--- src/sss_consts.svh ---
// Purpose: Offsets, field positions and reset values of the semaphore block
// Assumes: 12-bit APB byte address, 32-bit data
// Notes: Included by the design, checker and bench files
`ifndef SSS_CONSTS_SVH
`define SSS_CONSTS_SVH

// ----------------------------------------------------------------
// Register offsets
// ----------------------------------------------------------------
`define SSS_OFS_ACQUIRE 12'h024
`define SSS_OFS_RELEASE 12'h028
`define SSS_OFS_EV_DONE 12'h104
`define SSS_OFS_EV_RXFULL 12'h110
`define SSS_OFS_EV_GRANTED 12'h128
`define SSS_OFS_SHORTCUT 12'h200
`define SSS_OFS_IRQ_SET 12'h304
`define SSS_OFS_IRQ_CLR 12'h308
`define SSS_OFS_IRQ_PEND 12'h30C
`define SSS_OFS_SEM_STATUS 12'h400

// ----------------------------------------------------------------
// Field positions
// ----------------------------------------------------------------
`define SSS_BIT_EV_DONE 0
`define SSS_BIT_EV_RXFULL 1
`define SSS_BIT_EV_GRANTED 2
`define SSS_BIT_TASK 0
`define SSS_BIT_EVENT 0
`define SSS_BIT_SHORT_DONE_ACQ 0

// ----------------------------------------------------------------
// Reset values
// ----------------------------------------------------------------
`define SSS_RST_EVENT 1'h0
`define SSS_RST_SHORTCUT 1'h0
`define SSS_RST_IRQ_EN 3'h0
`define SSS_RST_IRQ_PEND 3'h0
`define SSS_RST_RDATA 32'h00000000

`endif

--- src/sss_pkg.sv ---
// Purpose: Types shared by the semaphore block and its bus port
// Assumes: Constants live in sss_consts.svh
// Notes: Enum order gives the status codes 0..3
package sss_pkg;

    // ----------------------------------------------------------------
    // Semaphore owner
    // ----------------------------------------------------------------
    typedef enum logic [1:0] {
        SSS_FREE,
        SSS_CPU,
        SSS_ENGINE,
        SSS_ENGINE_PENDING
    } sss_owner_e;

    // ----------------------------------------------------------------
    // Completed bus access, one cycle
    // ----------------------------------------------------------------
    typedef struct packed {
        logic wr;
        logic rd;
        logic [11:0] addr;
        logic [31:0] wdata;
    } sss_bus_req_s;

    // ----------------------------------------------------------------
    // Bus port state
    // ----------------------------------------------------------------
    typedef struct packed {
        logic ready;
        logic err;
        logic [31:0] rdata;
    } sss_port_s;

    // ----------------------------------------------------------------
    // Core state
    // ----------------------------------------------------------------
    typedef struct packed {
        sss_owner_e owner;
        logic ev_done;
        logic ev_rxfull;
        logic ev_granted;
        logic short_done_acq;
        logic [2:0] irq_en;
        logic [2:0] irq_pend;
        logic irq;
        logic eng_owns;
        logic cpu_owns;
    } sss_core_s;

endpackage

--- src/sss_semaphore_events.sv ---
// Purpose: Buffer ownership semaphore, events and interrupt enables
// Assumes: Engine strobes are synchronous one-cycle pulses or levels on CLK
// Notes: Processor owns the buffer after reset
//
// Design decision made here: register access over APB.
`timescale 1ns/1ps
`default_nettype none
`include "sss_consts.svh"

// How it works
// - Receive-buffer-full flag sets when the buffer fills under engine ownership.
// - Ownership-granted flag sets whenever the processor is handed the semaphore.
// - Shortcut bit set makes every transaction-done also trigger acquire.
// - Writing 1 to enable-set turns that event interrupt on; 0 does nothing.
// - Writing 1 to enable-clear turns it off; both read the same enables.
// - Status reads 0 free, 1 processor, 2 engine.
// - Status 3 while engine owns with processor acquire queued; handover at done.
// - Acquire task requests ownership for processor; release frees it for engine.
// - Transaction-done event raised when an engine-granted transaction completes.
module sss_semaphore_events (
    // Clock and reset
    input wire logic CLK,
    input wire logic RESET_N,
    // APB slave
    input wire logic PSEL,
    input wire logic PENABLE,
    input wire logic PWRITE,
    input wire logic [11:0] PADDR,
    input wire logic [31:0] PWDATA,
    output logic [31:0] PRDATA,
    output logic PREADY,
    output logic PSLVERR,
    // Engine side
    input wire logic ENG_ACQ_REQ,
    input wire logic ENG_DONE,
    input wire logic ENG_RX_FULL,
    output logic ENG_OWNS,
    output logic CPU_OWNS,
    // Interrupt
    output logic IRQ
);

    sss_pkg::sss_core_s q;
    sss_pkg::sss_core_s d;
    sss_pkg::sss_bus_req_s req;
    logic [31:0] rdata;
    logic hit;
    logic acq_task;
    logic rel_task;
    logic acq_any;
    logic done_ev;
    logic rx_ev;
    logic grant_ev;
    logic eng_side;
    logic [2:0] ev_vec;

    // ----------------------------------------------------------------
    // Bus port
    // ----------------------------------------------------------------
    sss_apb_port u_port (
        .CLK(CLK),
        .RESET_N(RESET_N),
        .psel(PSEL),
        .penable(PENABLE),
        .pwrite(PWRITE),
        .paddr(PADDR),
        .pwdata(PWDATA),
        .prdata(PRDATA),
        .pready(PREADY),
        .pslverr(PSLVERR),
        .rdata(rdata),
        .hit(hit),
        .req(req)
    );

    // ----------------------------------------------------------------
    // Read decode
    // ----------------------------------------------------------------
    always_comb begin
        rdata = `SSS_RST_RDATA;
        hit = 1'b1;
        unique case (PADDR)
            `SSS_OFS_ACQUIRE: begin
                rdata = `SSS_RST_RDATA;
            end
            `SSS_OFS_RELEASE: begin
                rdata = `SSS_RST_RDATA;
            end
            `SSS_OFS_EV_DONE: begin
                rdata[`SSS_BIT_EVENT] = q.ev_done;
            end
            `SSS_OFS_EV_RXFULL: begin
                rdata[`SSS_BIT_EVENT] = q.ev_rxfull;
            end
            `SSS_OFS_EV_GRANTED: begin
                rdata[`SSS_BIT_EVENT] = q.ev_granted;
            end
            `SSS_OFS_SHORTCUT: begin
                rdata[`SSS_BIT_SHORT_DONE_ACQ] = q.short_done_acq;
            end
            `SSS_OFS_IRQ_SET: begin
                rdata[2:0] = q.irq_en;
            end
            `SSS_OFS_IRQ_CLR: begin
                rdata[2:0] = q.irq_en;
            end
            `SSS_OFS_IRQ_PEND: begin
                rdata[2:0] = q.irq_pend;
            end
            `SSS_OFS_SEM_STATUS: begin
                rdata[1:0] = q.owner;
            end
            default: begin
                hit = 1'b0;
            end
        endcase
    end

    // ----------------------------------------------------------------
    // Tasks and engine events
    // ----------------------------------------------------------------
    always_comb begin
        acq_task = req.wr && (req.addr == `SSS_OFS_ACQUIRE)
            && req.wdata[`SSS_BIT_TASK];
        rel_task = req.wr && (req.addr == `SSS_OFS_RELEASE)
            && req.wdata[`SSS_BIT_TASK];
        eng_side = (q.owner == sss_pkg::SSS_ENGINE)
            || (q.owner == sss_pkg::SSS_ENGINE_PENDING);
        done_ev = ENG_DONE & eng_side;
        rx_ev = ENG_RX_FULL & eng_side;
        acq_any = acq_task | (done_ev & q.short_done_acq);
    end

    // ----------------------------------------------------------------
    // Next state
    // ----------------------------------------------------------------
    always_comb begin
        d = q;
        grant_ev = 1'b0;

        // Semaphore owner
        unique case (q.owner)
            sss_pkg::SSS_FREE: begin
                if (acq_any) begin
                    d.owner = sss_pkg::SSS_CPU;
                    grant_ev = 1'b1;
                end else if (ENG_ACQ_REQ) begin
                    d.owner = sss_pkg::SSS_ENGINE;
                end
            end
            sss_pkg::SSS_CPU: begin
                if (rel_task) begin
                    d.owner = sss_pkg::SSS_FREE;
                end
            end
            sss_pkg::SSS_ENGINE: begin
                if (done_ev && acq_any) begin
                    d.owner = sss_pkg::SSS_CPU;
                    grant_ev = 1'b1;
                end else if (done_ev) begin
                    d.owner = sss_pkg::SSS_FREE;
                end else if (acq_any) begin
                    d.owner = sss_pkg::SSS_ENGINE_PENDING;
                end
            end
            sss_pkg::SSS_ENGINE_PENDING: begin
                if (done_ev) begin
                    d.owner = sss_pkg::SSS_CPU;
                    grant_ev = 1'b1;
                end else if (rel_task) begin
                    d.owner = sss_pkg::SSS_ENGINE;
                end
            end
        endcase

        // Event flags: software write first, hardware set wins
        if (req.wr && (req.addr == `SSS_OFS_EV_DONE)) begin
            d.ev_done = req.wdata[`SSS_BIT_EVENT];
        end
        if (req.wr && (req.addr == `SSS_OFS_EV_RXFULL)) begin
            d.ev_rxfull = req.wdata[`SSS_BIT_EVENT];
        end
        if (req.wr && (req.addr == `SSS_OFS_EV_GRANTED)) begin
            d.ev_granted = req.wdata[`SSS_BIT_EVENT];
        end
        if (done_ev) begin
            d.ev_done = 1'b1;
        end
        if (rx_ev) begin
            d.ev_rxfull = 1'b1;
        end
        if (grant_ev) begin
            d.ev_granted = 1'b1;
        end

        // Shortcut
        if (req.wr && (req.addr == `SSS_OFS_SHORTCUT)) begin
            d.short_done_acq = req.wdata[`SSS_BIT_SHORT_DONE_ACQ];
        end

        // Interrupt enables
        if (req.wr && (req.addr == `SSS_OFS_IRQ_SET)) begin
            d.irq_en = q.irq_en | req.wdata[2:0];
        end
        if (req.wr && (req.addr == `SSS_OFS_IRQ_CLR)) begin
            d.irq_en = q.irq_en & ~req.wdata[2:0];
        end

        // Pending interrupt status, cleared by read, set wins
        ev_vec = 3'h0;
        ev_vec[`SSS_BIT_EV_DONE] = done_ev;
        ev_vec[`SSS_BIT_EV_RXFULL] = rx_ev;
        ev_vec[`SSS_BIT_EV_GRANTED] = grant_ev;
        // Clear only the bits the read returned; later events survive
        if (req.rd && (req.addr == `SSS_OFS_IRQ_PEND)) begin
            d.irq_pend = q.irq_pend & ~PRDATA[2:0];
        end
        d.irq_pend = d.irq_pend | ev_vec;
        d.irq = |(d.irq_pend & d.irq_en);

        // Ownership outputs; status has no write path
        d.eng_owns = (d.owner == sss_pkg::SSS_ENGINE)
            || (d.owner == sss_pkg::SSS_ENGINE_PENDING);
        d.cpu_owns = (d.owner == sss_pkg::SSS_CPU);
    end

    // ----------------------------------------------------------------
    // State register
    // ----------------------------------------------------------------
    always_ff @(posedge CLK) begin
        if (!RESET_N) begin
            q.owner <= sss_pkg::SSS_CPU;
            q.ev_done <= `SSS_RST_EVENT;
            q.ev_rxfull <= `SSS_RST_EVENT;
            q.ev_granted <= `SSS_RST_EVENT;
            q.short_done_acq <= `SSS_RST_SHORTCUT;
            q.irq_en <= `SSS_RST_IRQ_EN;
            q.irq_pend <= `SSS_RST_IRQ_PEND;
            q.irq <= 1'b0;
            q.eng_owns <= 1'b0;
            q.cpu_owns <= 1'b1;
        end else begin
            q <= d;
        end
    end

    // ----------------------------------------------------------------
    // Outputs
    // ----------------------------------------------------------------
    assign ENG_OWNS = q.eng_owns;
    assign CPU_OWNS = q.cpu_owns;
    assign IRQ = q.irq;

endmodule
`default_nettype wire

--- src/sss_apb_port.sv ---
// Purpose: APB slave front end, one wait state per access
// Assumes: Caller decodes the address and supplies read data and a hit flag
// Notes: Access completes on the second access-phase cycle
`timescale 1ns/1ps
`default_nettype none
`include "sss_consts.svh"

module sss_apb_port (
    // Clock and reset
    input wire logic CLK,
    input wire logic RESET_N,
    // APB
    input wire logic psel,
    input wire logic penable,
    input wire logic pwrite,
    input wire logic [11:0] paddr,
    input wire logic [31:0] pwdata,
    output logic [31:0] prdata,
    output logic pready,
    output logic pslverr,
    // Decoded access
    input wire logic [31:0] rdata,
    input wire logic hit,
    output sss_pkg::sss_bus_req_s req
);

    sss_pkg::sss_port_s q;
    sss_pkg::sss_port_s d;
    logic access;

    // ----------------------------------------------------------------
    // Handshake
    // ----------------------------------------------------------------
    always_comb begin
        d = q;
        access = psel & penable;
        d.ready = access & ~q.ready;
        // Error stands only with the ready pulse
        d.err = access & ~q.ready & ~hit;
        if (access && !q.ready) begin
            d.rdata = (pwrite || !hit) ? `SSS_RST_RDATA : rdata;
        end
        req.wr = access & q.ready & pwrite & hit;
        req.rd = access & q.ready & ~pwrite & hit;
        req.addr = paddr;
        req.wdata = pwdata;
    end

    always_ff @(posedge CLK) begin
        if (!RESET_N) begin
            q <= '0;
        end else begin
            q <= d;
        end
    end

    assign prdata = q.rdata;
    assign pready = q.ready;
    assign pslverr = q.err;

endmodule
`default_nettype wire

--- config.mk ---
export PLATFORM = sky130hd
export DESIGN_NAME = sss_semaphore_events
export DESIGN_NICKNAME = d
export VERILOG_FILES = /design/src/sss_pkg.sv /design/src/sss_semaphore_events.sv /design/src/sss_apb_port.sv
export VERILOG_INCLUDE_DIRS = /design/src /design/src/src
export SDC_FILE = /design/constraint.sdc
export NUM_CORES = 1
export LEC_CHECK = 0
export BUFFER_PORTS_ARGS = -buffer_cell sky130_fd_sc_hd__buf_2
export CAP_MARGIN = 20
export CORE_ASPECT_RATIO = 2
export CORE_MARGIN = 2
export CORE_UTILIZATION = 45
export DETAILED_ROUTE_END_ITERATION = 10
export PLACE_DENSITY = 0.77
export SLEW_MARGIN = 10
export SYNTH_ARGS = -nofsm -noshare
export SYNTH_HDL_FRONTEND = slang
export SYNTH_HIERARCHICAL = 1
export SYNTH_SLANG_ARGS = --single-unit
--- constraint.sdc ---
create_clock -name CLK -period 4.4 [get_ports CLK]
set_input_delay 0.22 -clock CLK [delete_from_list [all_inputs] [get_ports CLK]]
set_output_delay 0.22 -clock CLK [all_outputs]
set_load 0.02 [all_outputs]
## After elaboration in Yosys (flattened, before gate mapping)

Index checks and enable logic that the tools add are counted.

| word-level totals | value |
|---|---|
| word-level logic and storage cells | 103 |
| input port bits | 52 |
| output and inout port bits | 37 |
| register bits | 49 |

| cells by class | value |
|---|---|
| reductions and logical operators | 25 |
| bitwise operators | 22 |
| equality and inequality tests | 16 |
| multiplexer cells | 27 |

Operators by type and width:

| cell | number |
|---|---|
| $eq A12 B10 Y1 const B | 4 |
| $eq A12 B9 Y1 const B | 3 |
| $eq A12 B6 Y1 const B | 2 |
| $mux W2 | 8 |
| $logic_and A1 B1 Y1 | 13 |
| $eq A12 B11 Y1 const B | 1 |
| $mux W3 | 4 |
| $and A1 B1 Y1 | 11 |
| $mux W1 | 10 |
| $reduce_or A10 Y1 | 1 |
| $and A3 B3 Y3 | 3 |
| $eq A2 B2 Y1 const B | 4 |
| $pmux W2 S4 | 1 |
| $pmux W1 S7 | 1 |
| $not A3 Y3 | 2 |
| $or A3 B3 Y3 | 2 |
| $pmux W1 S3 | 2 |
| $reduce_bool A2 Y1 | 3 |
| $eq A2 B1 Y1 const B | 2 |
| $logic_or A1 B1 Y1 | 3 |
| $not A1 Y1 | 3 |
| $reduce_or A3 Y1 | 1 |
| $logic_not A1 Y1 | 2 |
| $logic_not A2 Y1 | 1 |
| other kinds (3) | 3 |

## Depth between registers and ports, before layout

Gate-level depths: netlist of the first run.

| logic depth | value |
|---|---|
| word-level depth | 13 |
| mapped depth | 13 |
| depth with buffers taken out | 12 |

## Cells and area by module

The synthesis of the first run kept the hierarchy.

By module, submodules not included:

| module | instances | area an instance (um^2) | cells each |
|---|---|---|---|
| sss_apb_port | 1 | 1,456.4 | 126 |
| sss_semaphore_events | 1 | 1,112.3 | 137 |

## Least setup slack after synthesis of the first run

OpenSTA, ideal clock, no wires.

| path | value |
|---|---|
| path kind | in2reg |
| start | in PADDR[11] |
| end | reg q (netlist bit IRQ) |
| data arrival time | 2,567 ps |
| setup time | 122 ps |
| slack | 1,711 ps |
| stages | 12 |
| data required time | 4,278 ps |
| path through | nor4_1 > nand3_1 > nor3_1 > nor2_1 > o21ai_0 > nand2_1 > nor3_1 > nor4bb_1 > nand2_1 > o311a_2 > a22oi_2 > o21ai_2 |

RTL lines:

| element | line | RTL |
|---|---|---|
| from (decl) | sss_semaphore_events.sv:28 | `input wire logic [11:0] PADDR,` |
| to (decl) | sss_semaphore_events.sv:43 | `sss_pkg::sss_core_s q;` |

==> impl_metrics.json, run 1 <==
{
  "fmax_mhz": 332,
  "antenna_found_initial": 0,
  "htree_levels": 2,
  "synth.avg_cell_area_um2": 10.0,
  "clockBufferDepth": 2,
  "cts_setup_buffers": 0,
  "ctsResizeCount": 0,
  "grt_pass1_wl_um": 8260,
  "finalSetupViolations": 0,
  "fill_cells": 498,
  "clock_latency_ns": 0.30,
  "startpoint_type": "primary input",
  "cts_tree": "yes",
  "slew_headroom_pct": 27.8,
  "gp_congestion": 0.920,
  "syn_area_um2": 2350,
  "crit_required_ns": 4.59,
  "ios": 89,
  "wl_per_cell_um": 14.9,
  "p_per_area_nw_per_um2": 285,
  "ctsHoldBuffers": 0,
  "min_period_over_period_pct": 68.4,
  "routed_wl_um": 5410,
  "dr.pass1.iters": 4,
  "grt_start_max_net_pins": 33,
  "tightest_slew_ns": 1.08,
  "nets": 355,
  "cp-end-kind": "flip-flop",
  "grt_remaining_overflow": 0,
  "final.setup.tns_ns": 0,
  "outcome": "finished, final reports clean",
  "std_cell_rows": 37,
  "maxSlewViolCount": 0,
  "areaGrowthSynthToFinish_pct": 16.8,
  "rsz0062_at_grt": "false",
  "cts.sinks": 49,
  "fp.dieH_um": 106,
  "finalHoldViolCount": 0,
  "drc": 0,
  "die_w_um": 55.1,
  "drt_iter0_drc": 38,
  "cts-root-buf": "clkbuf_8",
  "coreArea_um2": 5090,
  "fp.dieArea_um2": 5850,
  "place_area_um2": 2650,
  "portBuffers": 59,
  "drv_cap": 0,
  "leakagePower_nw": 1.21,
  "antenna_cells": 0,
  "drive_above_1_share_pct": 36.8,
  "rrSetupSlack_ns": 2.23,
  "place_ws_ns": 1.10,
  "initial_core_util_pct": 46.2,
  "grt.total_usage_pct": 19.3,
  "peakVddDrop_uv": 278,
  "worst_slack_ns": 1.39,
  "path_clk_slew_ns": 0.09,
  "first_global_vias": 1872,
  "synth_warnings": 6,
  "crit_type": "in2reg",
  "via_count": 2021,
  "cts_buffers": 5,
  "dp_hpwl_um": 4110,
  "period_minus_slack_ns": 3.01,
  "min_path_type": "in2reg",
  "routed_via_density": 5.58,
  "synthCells": 234,
  "fin_area_um2": 2750,
  "fin_skew_ns": 0.00580,
  "postRouteAntennaNets": 0,
  "cp_max_fo": 9,
  "crit_arrival_ns": 3.21
}
-- sequential cells by signal (all words and copies together), names as in the netlist --
| name | cells |
|---|---|
| CPU_OWNS | 1 |
| ENG_OWNS | 1 |
| IRQ | 1 |
| q | 12 |
| u_port/prdata | 32 |
| u_port/pready | 1 |
| u_port/pslverr | 1 |
-- cells in the final DEF, fill, tap and decap left out, types with 3 or more instances in the layout --
master and count:
nor2b_1 5, inv_1 9, nor3_1 8, conb_1 29, a22o_1 4, a31oi_1 3, o21ai_0 9, buf_2 59
nand4_1 6, mux2i_1 5, nor4_1 4, a22o_2 30, clkbuf_8 5, nor2_1 9, dfxtp_1 49, nand2_1 14
and2_1 4
-- layer usage --
layer	vias up	share of wire, %	GRT usage (%)
li1	978	-	-
met1	953	38	18.2
met2	71	53	34.6
met3	19	4.2	4.07
met4	0	5.1	12.2
met5	-	0	0
-- stage by stage --
step	total power, mW	util (%)	hold WS, ns	std cells
detailed placement	0.516	52.1	0.456	354
floorplan	0.502	-	0.319	262
global placement	0.515	52.1	0.454	354
global route	0.815	53.9	0.204	362
finish	0.781	53.9	0.218	362
CTS	0.793	53.9	0.206	362
-- final timing paths --
check / to / start / depth (start not counted)
hold reg to reg: u_port/prdata[7] / u_port/prdata[7] / 1
setup / recovery: IRQ / PADDR[10] / 13
hold / removal: u_port/pslverr / PENABLE / 3
setup reg to reg: IRQ / u_port/pready / 7
-- critical path, stage by stage --
cell and delay [ns]:
buf_2 0.16, nor4_1 0.56, nand3_1 0.18, nor3_1 0.19, nor2_1 0.06, o21ai_0 0.13
nand2_1 0.11, nor3_1 0.27, nor4bb_1 0.41, nand2_1 0.21, o311a_2 0.45, a22oi_2 0.17
o21ai_2 0.07
-- cell type report --
class / instances / area (um^2) / area share (%)
Clock buffer: 5 / 68.8 / 2.51
Clock inverter: 3 / 26.3 / 0.957
Inverter: 9 / 33.8 / 1.23
Multi-Input combinational cell: 178 / 1260 / 45.9
Sequential cell: 49 / 981 / 35.7
Tap cell: 58 / 72.6 / 2.64
Timing Repair Buffer: 60 / 303 / 11.0
-- report_power, final --
group          internal [mW]  leakage, nW  switching, mW
Sequential             0.445        0.395        0.00106
Clock                  0.116       0.0423          0.159
Combinational         0.0197        0.770         0.0414
Total                  0.580         1.21          0.201
(Power assumes the default switching activity.)
==> run 2, diff against run 1 <==
--- a/config.mk
+++ b/config.mk
@@ -6,6 +6,7 @@
 export SDC_FILE = /design/constraint.sdc
 export NUM_CORES = 1
 export LEC_CHECK = 0
+export ABC_AREA = 1
 export BUFFER_PORTS_ARGS = -buffer_cell sky130_fd_sc_hd__buf_2
 export CAP_MARGIN = 20
 export CORE_ASPECT_RATIO = 2
==> constraint.sdc (replaced) <==
create_clock -name CLK -period 2.7 [get_ports CLK]
set_input_delay 0.135 -clock CLK [delete_from_list [all_inputs] [get_ports CLK]]
set_output_delay 0.135 -clock CLK [all_outputs]
set_load 0.02 [all_outputs]
==> impl_metrics.json, run 2 <==
{
  "tightest_slew_ns": 0.665,
  "finalHoldViolCount": 0,
  "cp_max_fo": 6,
  "worstPathCellList": "buf_2, nor2_2, nand3_2, nor2_2, nand2_1, nand4_1, nand3b_1, nand2_1, nor2_1, inv_1, nor2_8, nand2_1, nor2_1, a21oi_1, nand2_1, nand3_1",
  "largest_reg_flops": 32,
  "instances_no_fill": 644,
  "crit_top_cell": "nand2_1",
  "p_per_area_nw_per_um2": 470,
  "initial_core_util_pct": 46.3,
  "cts.sinks": 49,
  "rrSetupSlack_ns": 1.08,
  "grt.total_usage_pct": 19.0,
  "routed_via_density": 4.42,
  "nets": 607,
  "worstHoldStart": "ENG_RX_FULL",
  "crit_type": "in2reg",
  "ctsHoldBuffers": 0,
  "fp.dieArea_um2": 7480,
  "htree_levels": 2,
  "place_area_um2": 3330,
  "synth.avg_cell_area_um2": 6.21,
  "seqCellArea_um2": 981,
  "period_minus_slack_ns": 2.02,
  "fill_cells": 693,
  "grt_pass1_wl_um": 11500,
  "gp_congestion": 0.919,
  "total_power_mw": 1.63,
  "cts_setup_buffers": 0,
  "final.setup.tns_ns": 0,
  "std_cell_rows": 42,
  "synthCells": 490,
  "die_w_um": 62.2,
  "fp.dieH_um": 120,
  "path_clk_slew_ns": 0.07,
  "layout_commonest_cell": "nand2_1",
  "first_global_vias": 2651,
  "crit_required_ns": 2.88,
  "drv_cap": 0,
  "grt_start_max_net_pins": 39,
  "finalSetupViolations": 0,
  "synth_warnings": 6,
  "cp-end-kind": "flip-flop",
  "clockBufferDepth": 2,
  "antenna_cells": 0,
  "min_path_type": "in2reg",
  "fin_area_um2": 3470,
  "drt_iter0_drc": 119,
  "crit_start": "PADDR[7]",
  "multi_input_area_um2": 1570,
  "leakagePower_nw": 1.92,
  "wl_per_cell_um": 10.1,
  "portBuffers": 59,
  "dp.cells": 636,
  "via_count": 2846,
  "antenna_found_initial": 0,
  "cts_buffers": 5,
  "cts_tree": "yes",
  "coreArea_um2": 6570,
  "peakVddDrop_uv": 296,
  "startpoint_type": "primary input",
  "maxSlewViolCount": 0,
  "crit_arrival_ns": 2.20,
  "outcome": "finished, final reports clean",
  "drc": 0,
  "fmax_mhz": 495,
  "cp_slowest_cell": "nor2_2",
  "dp_hpwl_um": 4950,
  "drive_above_1_share_pct": 19.2,
  "postRouteAntennaNets": 0,
  "min_period_over_period_pct": 74.8,
  "cts-root-buf": "clkbuf_16",
  "layout_common_cells": "nand2_1 (139), inv_1 (88), buf_2 (59)",
  "syn_area_um2": 3040,
  "fin_skew_ns": 0.00503,
  "grt_remaining_overflow": 0,
  "routed_wl_um": 6510,
  "areaGrowthSynthToFinish_pct": 14.1,
  "clock_latency_ns": 0.29,
  "ctsResizeCount": 0,
  "r2r-start": "u_port/pready",
  "ios": 89,
  "rsz0062_at_grt": "false",
  "cp_slowest_stage_delay_ns": 0.24,
  "dr.pass1.iters": 4,
  "slew_headroom_pct": 55.5
}
==> run 2: changes by cell type in the layout (fill, tap and decap cells not counted), sizes merged, moves of 4 or more <==
cell,delta
a21boi,-5
a21oi,+8
a22o,-34
and2,-4
inv,+83
mux2i,-5
nand2,+130
nand3,+57
nand4,-4
nor2,+68
nor2b,-5
nor4,-4
==> run 2: worst max-delay path: cells and delay by family <==
| family | cells | cell delay [ns] |
|---|---|---|
| simple gates | 13 | 1.76 |
| buf+inv | 2 | 0.26 |
| compound gates | 1 | 0.06 |
==> run 2: final timing paths <==
path / endpoint / cells past startpoint
min: q[4] / 3
min reg2reg: q[4] / 2
max: IRQ / 16
max reg2reg: IRQ / 9
==> run 2: area by class of cell <==
type / instances / area share [%]
Tap cell: 88 / 3.17
Clock inverter: 2 / 0.396
Inverter: 93 / 10.0
Clock buffer: 6 / 3.71
Sequential cell: 49 / 28.2
Timing Repair Buffer: 63 / 9.36
Multi-Input combinational cell: 343 / 45.1
==> run 2: routing by layer <==
metal / GRT usage (%) / share of wire [%] / routed length, um
met2: 36.1 / 55 / 3580
met5: 0 / 0 / 0
met4: 11.7 / 3.5 / 227
met1: 18.9 / 38 / 2480
met3: 3.07 / 3.3 / 218
==> run 2: power breakdown <==
part           total, mW  internal (mW)  switching, mW
combinational      0.250         0.0786          0.171
sequential         0.768          0.753         0.0148
clock              0.615          0.346          0.269
==> run 2: stage by stage <==
| step | setup slack [ns] | utilization (%) | hold slack, ns |
|---|---|---|---|
| 2_1_floorplan | 0.732 | - | 0.204 |
| 4_1_cts | 0.695 | 52.9 | 0.136 |
| 5_1_grt | 0.350 | 52.9 | 0.160 |
| 6_report | 0.680 | 52.9 | 0.151 |
| 3_3_place_gp | 0.428 | 50.7 | 0.438 |
| 3_5_place_dp | 0.382 | 50.7 | 0.448 |
